File: config.mk
export PLATFORM = sky130hd
export DESIGN_NAME = lsx_responder
export DESIGN_NICKNAME = d
export VERILOG_FILES = /design/src/lsx_pkg.sv /design/src/lsx_responder.sv
export VERILOG_INCLUDE_DIRS = /design/src
export SDC_FILE = /design/constraint.sdc
export NUM_CORES = 1
export LEC_CHECK = 0
export BUFFER_PORTS_ARGS = -buffer_cell sky130_fd_sc_hd__buf_2
export CORE_MARGIN = 1.5
export CORE_UTILIZATION = 30
export DETAILED_ROUTE_END_ITERATION = 10
export PLACE_DENSITY = 0.59
export SLEW_MARGIN = 10
export SYNTH_ARGS = -nofsm -noshare
export SYNTH_HDL_FRONTEND = slang
export SYNTH_SLANG_ARGS = --single-unit
File: constraint.sdc
create_clock -name mclk -period 3.24 [get_ports mclk]
set_input_delay 0.486 -clock mclk [delete_from_list [all_inputs] [get_ports mclk]]
set_output_delay 0.486 -clock mclk [all_outputs]
set_load 0.005 [all_outputs]
File: src/lsx_defs.svh
`ifndef LSX_DEFS_SVH
`define LSX_DEFS_SVH

`define LSX_RCTL_LINK_DATA    4'h3
`define LSX_RCTL_INFO_USOL    4'h2
`define LSX_RCTL_INFO_SOL     4'h3
`define LSX_RJT_CMD_WORD      32'h01000000
`define LSX_RSN_NOT_SUPP      8'h0b
`define LSX_EXP_NONE          8'h00
`define LSX_EXP_NO_RSRC       8'h29
`define LSX_EXP_NO_DATA       8'h2a
`define LSX_EXP_REQ_UNSUPP    8'h2c
`define LSX_EXP_BAD_LEN       8'h2d
`define LSX_EXP_BAD_NAME      8'h44
`define LSX_EXP_EXT_UNSUPP    8'h46
`define LSX_EXP_AUTH_REQ      8'h48
`define LSX_EXP_SCAN_BAD      8'h50
`define LSX_EXP_SCAN_UNSUPP   8'h51
`define LSX_EXP_PRLI_NORES    8'h52
`define LSX_EXP_MAC_MODE      8'h60
`define LSX_EXP_MAC_FORM      8'h61
`define LSX_EXP_NOT_NEIGH     8'h62

`endif

File: src/lsx_pkg.sv
package lsx_pkg;

	// Cause that the request checker reports for a reject.
	typedef enum logic [3:0] {
		LSX_CAUSE_NONE      = 4'h0,
		LSX_CAUSE_NO_RSRC   = 4'h1,
		LSX_CAUSE_NO_DATA   = 4'h2,
		LSX_CAUSE_UNSUPP    = 4'h3,
		LSX_CAUSE_BAD_LEN   = 4'h4,
		LSX_CAUSE_BAD_NAME  = 4'h5,
		LSX_CAUSE_EXT       = 4'h6,
		LSX_CAUSE_AUTH      = 4'h7,
		LSX_CAUSE_SCAN_BAD  = 4'h8,
		LSX_CAUSE_SCAN_NONE = 4'h9,
		LSX_CAUSE_PRLI_NORES = 4'ha,
		LSX_CAUSE_MAC_MODE  = 4'hb,
		LSX_CAUSE_MAC_FORM  = 4'hc,
		LSX_CAUSE_NOT_NEIGH = 4'hd
	} lsx_cause_t;

	typedef enum logic [3:0] {
		LSX_IDLE  = 4'b0001,
		LSX_RECV  = 4'b0010,
		LSX_WAIT  = 4'b0100,
		LSX_REPLY = 4'b1000
	} lsx_state_t;

endpackage

File: src/lsx_responder.sv
`timescale 1ns/1ps
`include "lsx_defs.svh"

module lsx_responder
	import lsx_pkg::*;
#(
	parameter logic [7:0] FC4_TYPE = 8'h08
)
(
	input  wire logic        mclk,
	input  wire logic        rst_n,
	input  wire logic        rx_valid,
	input  wire logic        rx_sof,
	input  wire logic        rx_eof,
	input  wire logic [31:0] rx_hdr0,
	input  wire logic [7:0]  rx_type,
	input  wire logic        rx_seq_init,
	input  wire logic        app_done,
	input  wire logic        app_reply,
	input  wire logic        app_reject,
	input  wire logic [3:0]  app_cause,
	input  wire logic        tx_ready,
	output logic             req_start,
	output logic             proto_err,
	output logic             tx_valid,
	output logic             tx_sof,
	output logic             tx_eof,
	output logic [31:0]      tx_hdr0,
	output logic [7:0]       tx_type,
	output logic [31:0]      tx_word,
	output logic             busy
);

	lsx_state_t state_q;
	logic       is_req;
	logic       rjt_q;
	logic [1:0] wcnt_q;
	logic [7:0] exp_q;
	logic [7:0] exp_d;
	logic       tx_fire;
	logic       req_sof;
	logic       seq_bad;
	logic [31:0] sol_hdr;
	logic [31:0] rsn_word;

	// A request frame: link data, unsolicited control, our TYPE.
	assign is_req = rx_hdr0[31:28] == `LSX_RCTL_LINK_DATA &&
			rx_hdr0[27:24] == `LSX_RCTL_INFO_USOL &&
			rx_type == FC4_TYPE;
	assign tx_fire = tx_valid && tx_ready;
	assign req_sof = rx_valid && rx_sof && is_req;

	// A sequence that ends without passing initiative leaves the exchange
	// with no one allowed to reply, so it is flagged and dropped.
	assign seq_bad = (state_q == LSX_RECV && rx_valid &&
			(rx_sof || (rx_eof && !rx_seq_init))) ||
			(state_q == LSX_IDLE && req_sof && rx_eof && !rx_seq_init);

	// Reply header word: link data with solicited control.
	assign sol_hdr = {`LSX_RCTL_LINK_DATA, `LSX_RCTL_INFO_SOL,
			24'h000000};
	// Second reject word: reason code, then the latched explanation.
	assign rsn_word = {8'h00, `LSX_RSN_NOT_SUPP, exp_q, 8'h00};
	assign busy = state_q != LSX_IDLE;

	always_comb
	begin
		unique case (app_cause)
		LSX_CAUSE_NO_RSRC:    exp_d = `LSX_EXP_NO_RSRC;
		LSX_CAUSE_BAD_LEN:    exp_d = `LSX_EXP_BAD_LEN;
		LSX_CAUSE_NO_DATA:    exp_d = `LSX_EXP_NO_DATA;
		LSX_CAUSE_UNSUPP:     exp_d = `LSX_EXP_REQ_UNSUPP;
		LSX_CAUSE_BAD_NAME:   exp_d = `LSX_EXP_BAD_NAME;
		LSX_CAUSE_EXT:        exp_d = `LSX_EXP_EXT_UNSUPP;
		LSX_CAUSE_AUTH:       exp_d = `LSX_EXP_AUTH_REQ;
		LSX_CAUSE_SCAN_BAD:   exp_d = `LSX_EXP_SCAN_BAD;
		LSX_CAUSE_SCAN_NONE:  exp_d = `LSX_EXP_SCAN_UNSUPP;
		LSX_CAUSE_PRLI_NORES: exp_d = `LSX_EXP_PRLI_NORES;
		LSX_CAUSE_MAC_MODE:   exp_d = `LSX_EXP_MAC_MODE;
		LSX_CAUSE_MAC_FORM:   exp_d = `LSX_EXP_MAC_FORM;
		LSX_CAUSE_NOT_NEIGH:  exp_d = `LSX_EXP_NOT_NEIGH;
		default:              exp_d = `LSX_EXP_NONE;
		endcase
	end

	// Exchange sequencing: one request sequence, then initiative, then reply if the application accepts or rejects.
	always_ff @(posedge mclk)
	begin
		if (!rst_n)
			state_q <= LSX_IDLE;
		else
		begin
			unique case (state_q)
			LSX_IDLE:
				if (req_sof)
				begin
					// A one-frame request without initiative is dropped here
					// rather than left waiting for an end that never comes.
					if (!rx_eof)
						state_q <= LSX_RECV;
					else if (rx_seq_init)
						state_q <= LSX_WAIT;
				end
			LSX_RECV:
				if (rx_valid && rx_eof)
					state_q <= rx_seq_init ? LSX_WAIT : LSX_IDLE;
			LSX_WAIT:
				if (app_done)
					state_q <= (app_reply || app_reject) ? LSX_REPLY
						: LSX_IDLE;
			LSX_REPLY:
				if (tx_fire && tx_eof)
					state_q <= LSX_IDLE;
			endcase
		end
	end

	always_ff @(posedge mclk)
	begin
		if (!rst_n)
		begin
			req_start <= 1'b0;
			proto_err <= 1'b0;
		end
		else
		begin
			req_start <= state_q == LSX_IDLE && req_sof;
			proto_err <= seq_bad;
		end
	end

	// The explanation for app_cause is latched each time the application finishes in WAIT.
	always_ff @(posedge mclk)
	begin
		if (!rst_n)
		begin
			rjt_q <= 1'b0;
			exp_q <= `LSX_EXP_NONE;
		end
		else if (state_q == LSX_WAIT && app_done)
		begin
			rjt_q <= app_reject;
			exp_q <= exp_d;
		end
	end

	// Reply sequence: accept is one frame; a reject carries two words.
	always_ff @(posedge mclk)
	begin
		if (!rst_n)
			wcnt_q <= 2'd0;
		else if (state_q != LSX_REPLY)
			wcnt_q <= 2'd0;
		else if (tx_fire)
			wcnt_q <= wcnt_q + 2'd1;
	end

	always_ff @(posedge mclk)
	begin
		if (!rst_n)
		begin
			tx_valid <= 1'b0;
			tx_sof   <= 1'b0;
			tx_eof   <= 1'b0;
			tx_hdr0  <= 32'h0;
			tx_type  <= 8'h0;
			tx_word  <= 32'h0;
		end
		else if (state_q == LSX_REPLY && !(tx_fire && tx_eof))
		begin
			tx_valid <= 1'b1;
			tx_hdr0  <= sol_hdr;
			tx_type  <= FC4_TYPE;
			tx_sof   <= (wcnt_q == 2'd0 && !tx_fire);
			tx_eof   <= !rjt_q || (wcnt_q == 2'd0 && tx_fire) ||
				wcnt_q == 2'd1;
			if (!rjt_q || (wcnt_q == 2'd0 && !tx_fire))
				tx_word <= rjt_q ? `LSX_RJT_CMD_WORD : 32'h0;
			else
				tx_word <= rsn_word;
		end
		else
		begin
			tx_valid <= 1'b0;
			tx_sof   <= 1'b0;
			tx_eof   <= 1'b0;
		end
	end

	// A zero TYPE names no device data protocol, so requests could never
	// be told apart from idle headers.
	generate
		if (FC4_TYPE == 8'h00)
		begin
			$error("FC4_TYPE zero is not a device data TYPE");
		end
	endgenerate

endmodule

# Word level (Yosys, flattened, before mapping)
# Memories as Yosys holds them, arrays and structs flattened. A register that Yosys moved wholly into a read port is not among the register bits.
# Cells that the tools add are included.
# op_classes
n_shift,0
n_mul,0
bitwise_logic,1
reduce_logical,32
mux,12
div,0
n_addsub,1
magnitude_cmp,0
eq_ne,15
# ops
cell,n
$mux 25,2
$mux 4,7
$logic_and 1x1->1,17
$pmux 4 s4,1
$eq 4x2->1 const B,3
$eq 8x4->1 const B,1
$logic_or 1x1->1,6
$ne 2x2->1 const B,3
$logic_not 1->1,5
$reduce_and 5->1,1
$eq 4x1->1 const B,1
$eq 4x3->1 const B,1
$eq 4x4->1 const B,1
$ne 4x1->1 const B,1
$ne 4x4->1 const B,1
$mux 3,1
$ne 3x3->1 const B,1
$add 2x1->2 const B,1
$eq 2x1->1 const B,1
$logic_not 2->1,1
$ne 2x1->1 const B,1
$reduce_and 2->1,1
$reduce_or 2->1,1
$mux 1,1
$not 1->1,1
# word_totals
memories,1
output_inout_bits,78
reg_bits,54
rom_bits,112
ramBits,0
latchBits,0
word_cells,74
# mem_list
name,words,word_bits,rd,rd_clocked_by_memory_dff,wr,line_no,rtl
(name not given),16,7,1,1,0,lsx_responder.sv:68,unique case (app_cause)

# Depth between registers and ports, before layout
# depth
ltp_word,8
depth_mapped,6

# Worst setup path after synthesis
# No wires, ideal clock.
# synth_timing
kind,input-to-reg
start,in rx_hdr0[30]
end,reg state_q[1]
t_required_ns,3.180
slack_ns,1.427
setup_ns,0.060
path_buffers,0
arrival_time_ns,1.752
path_stages,4
path_cell_list,or4b_1 or4_4 o21ai_2 a32o_1
# synth_via
elab_chain_cells,6
# synth_lines
element,line_no,rtl
"start, declared",lsx_responder.sv:15,"input wire logic [31:0] rx_hdr0,"
$eq 4x2->1 (no source line),n/a,
$logic_and 1x1->1 (no source line),n/a,
$logic_and 1x1->1,lsx_responder.sv:47,assign is_req = rx_hdr0[31:28] == `LSX_RCTL_LINK_DATA &&
$logic_and 1x1->1,lsx_responder.sv:51,assign req_sof = rx_valid && rx_sof && is_req;
$ne 2x2->1 (no source line),n/a,
$reduce_and 5->1 (no source line),n/a,
"end signal, assigned",lsx_responder.sv:106,state_q <= rx_seq_init ? LSX_WAIT : LSX_IDLE;
"end signal, assigned",lsx_responder.sv:109,state_q <= (app_reply || app_reject) ? LSX_REPLY
"end, declared",lsx_responder.sv:34,lsx_state_t state_q;
# Every way passes these cells.
# A chain may end at the register's enable or synchronous reset.

# Final worst setup path
# layout_timing
start,reg state_q[0]
end,out busy
# layout_via
elab_chain_cells,1
# layout_lines
element,line_no,rtl
$ne 4x1->1,lsx_responder.sv:64,assign busy = state_q != LSX_IDLE;
"end, declared",lsx_responder.sv:31,output logic busy
# Every way passes these cells.

==> run_results.csv <==
group,metric,value,unit
place,placed_cell_area,2030,um^2
routing,ant_nets,0,
cts,htree_levels,2,
final_layout,diodes,0,
grt,grt_start_max_net_pins,29,
sta,rsz0062_at_grt,"no",
power,ir_drop,0.209,mV
sta,finalSetupTns,0,ps
setup_path,path_buf_inv,2,
cts,clockBufferDepth,2,
cts,cts_tree,"done",
setup_path,worst_ep_required_time,2750,ps
floorplan,core_area,6350,um^2
logic_synthesis,syn-cell-area,1970,um^2
cts,clock_sinks,29,
logic_synthesis,synth-seq-cells,29,
cts,post_cts_buffers,0,
grt,grt-ovfl-total,0,
cts,numCtsBuffers,5,
setup_path,slowest_stage,"nor4b_1",
power,power,0.000807,W
routing,avgRoutedWirePerCell,10.1,um
final_layout,final_cell_mix,"56 x conb_1, 51 x buf_2, 29 x dfxtp_1",
routing,dr.pass1.iters,4,
final_layout,layout.nets,331,
cts,insertion_delay,280,ps
place,gp_routability_congestion,0.767,
sta,max-slew-margin-rel,0.562,
setup_path,start_kind,"flip-flop",
job,maxCapViolations,0,
worst_hold_path,holdCritPathClass,"reg2reg",
routing,vias,1523,
floorplan,initial_core_util,0.310,
setup_path,critPathKind,"reg2out",
sta,skew,6.39,ps
routing,drt-vias-per-instance,4.36,
setup_path,crit_path_end_kind,"primary output",
logic_synthesis,synth_cell_types,49,
sta,period_minus_slack,2120,ps
sta,drv_slew,0,
setup_path,cp.arrival,1630,ps
sta,whs,460,ps
floorplan,io_pins,132,
floorplan,fp.dieH,84.1,um
cts,cts_resized,0,
worst_hold_path,min_path_cells,2,
final_layout,syn_to_final_growth,9.14,%
grt,grt_antenna_before_repair,0,
routing,wl,3520,um
logic_synthesis,seq_area_frac_synth,0.295,
sta,worstMarginPinSlew,648,ps
cts,cts_root_buf,"clkbuf_8",
routing,first_iter_violations,51,
setup_path,path_depth,3,
place,io_buffers,51,
cts,clk_pin_slew,70,ps
power,powerDensity,375,nW/um^2
final_layout,fin_area,2150,um^2
setup_path,crit_family,"simple AND/OR/NAND/NOR gates",
cts,hold_buffers,0,
setup_path,cp_cell_sequence,"nor4b_1 -> inv_1 -> buf_2",
floorplan,die_area,7060,um^2
final_layout,final_common_cell,"conb_1",
final_layout,drive_gt1_frac,0.246,
setup_path,cpPeakStageDelay,590,ps
routing,drc,0,
setup_path,reg2regPathDepth,4,
power,leakagePower,0.999,nW
setup_path,cp_max_fo,6,
place,place.detailed.hpwl,2720,um
floorplan,die_w,84.1,um
grt,grt_pass1_wl,5610,um
status,outcome,"finished clean",
final_layout,n_fill_cell,672,
sta,hold_violations,0,
sta,finalSetupViolCount,0,
grt,track_usage,0.0971,
floorplan,placementRows,29,
logic_synthesis,synthesis.area_per_instance,8.64,um^2
sta,period_share,0.653,
grt,first_global_vias,1259,
logic_synthesis,synthCells,228,
logic_synthesis,synth_warnings,0,
sta,fmax,472,MHz
[cell usage after synthesis (all sizes together)]
library cell | n | area, um^2
and3 | 2 | 12.5
o21a | 1 | 7.51
xnor2 | 1 | 8.76
a32o | 2 | 20.0
a22o | 2 | 17.5
clkbuf | 6 | 22.5
nor3b | 2 | 15.0
a22oi | 7 | 52.6
buf | 64 | 475
a31oi | 1 | 6.26
nor3 | 2 | 10.0
or3 | 1 | 6.26
or4b | 2 | 20.0
nand4 | 2 | 12.5
a21o | 1 | 7.51
a21boi | 9 | 67.6
nor4b | 6 | 97.6
o211a | 1 | 10.0
o2bb2ai | 1 | 8.76
or4 | 2 | 18.8
xor2 | 1 | 8.76
o31ai | 1 | 7.51
ha | 6 | 75.1
o21ai | 5 | 28.8
a21oi | 5 | 25.0
o2111ai | 1 | 8.76
nor2b | 10 | 62.6
a311o | 1 | 10.0
a211o | 1 | 8.76
inv | 11 | 41.3
a211oi | 2 | 15.0
and2 | 4 | 25.0
a311oi | 2 | 17.5
nand3 | 7 | 35.0
mux2i | 1 | 10.0
nor2 | 5 | 18.8
or3b | 1 | 8.76
nand2 | 17 | 66.3
dfxtp | 29 | 581
nor4 | 1 | 6.26
conb | 1 | 3.75
o311a | 1 | 10.0
[cell families after synthesis]
family                     count (synthesis)  synth area share
AOI/OAI and AO/OA                         44             0.167
xor gates and xnor gates                   2           0.00889
adders and majority gates                  6            0.0381
buffers and inverters                     81             0.274
DFF                                       29             0.295
muxes                                      1           0.00508
other                                      1           0.00190
and+or+nand+nor                           64             0.211
[tightest hold or removal path: stages, from the launching register on]
cell      delay, ps
dfxtp_1         310
nand2_1          40
a21boi_0         60
[area by class of cell]
class	count	area, um^2	area share
multi-input combinational	173	1060	0.492
timing repair buffer	51	255	0.119
sequential	29	581	0.270
clock buffer	6	82.6	0.0384
inverter	11	41.3	0.0192
clock inverter	2	37.5	0.0175
tap	77	96.3	0.0448
[registers in the layout, indices dropped and copies added, names as in the netlist]
| signal | cells |
|---|---|
| tx_word | 9 |
| exp_q | 7 |
| state_q | 4 |
| wcnt_q | 2 |
| proto_err | 1 |
| req_start | 1 |
| rjt_q | 1 |
| tx_eof | 1 |
| tx_sof | 1 |
| tx_type | 1 |
| tx_valid | 1 |
[where the power goes]
part / internal, W / total, W / leakage [nW] / switching, W
registers: 0.000356 / 0.000356 / 0.233 / 0.00000000279
logic: 0.0000228 / 0.0000626 / 0.708 / 0.0000398
clock network: 0.000250 / 0.000388 / 0.0574 / 0.000138
total: 0.000629 / 0.000807 / 0.999 / 0.000178
[worst paths after layout]
check,from,end,slack (ps)
worst max-delay path,state_q[0],busy,1120
worst min-delay path,tx_word[24],tx_word[24],460
worst max register to register,state_q[1],state_q[2],1470
worst min register to register,tx_word[24],tx_word[24],460
[metal layers]
layer | part of all wire | GRT usage
met4 | 0.022 | 0.0492
met1 | 0.42 | 0.118
met5 | 0 | 0
met2 | 0.46 | 0.156
met3 | 0.095 | 0.0277
[per-stage QoR]
step | cells | worst slack [ps] | util
global route | 349 | 927 | 0.339
detailed placement | 341 | 1240 | 0.320
finish | 349 | 1120 | 0.339
CTS | 349 | 1100 | 0.339
floorplan | 283 | 1430 | -
global placement | 341 | 1260 | 0.320
(Power assumes the default switching activity.)
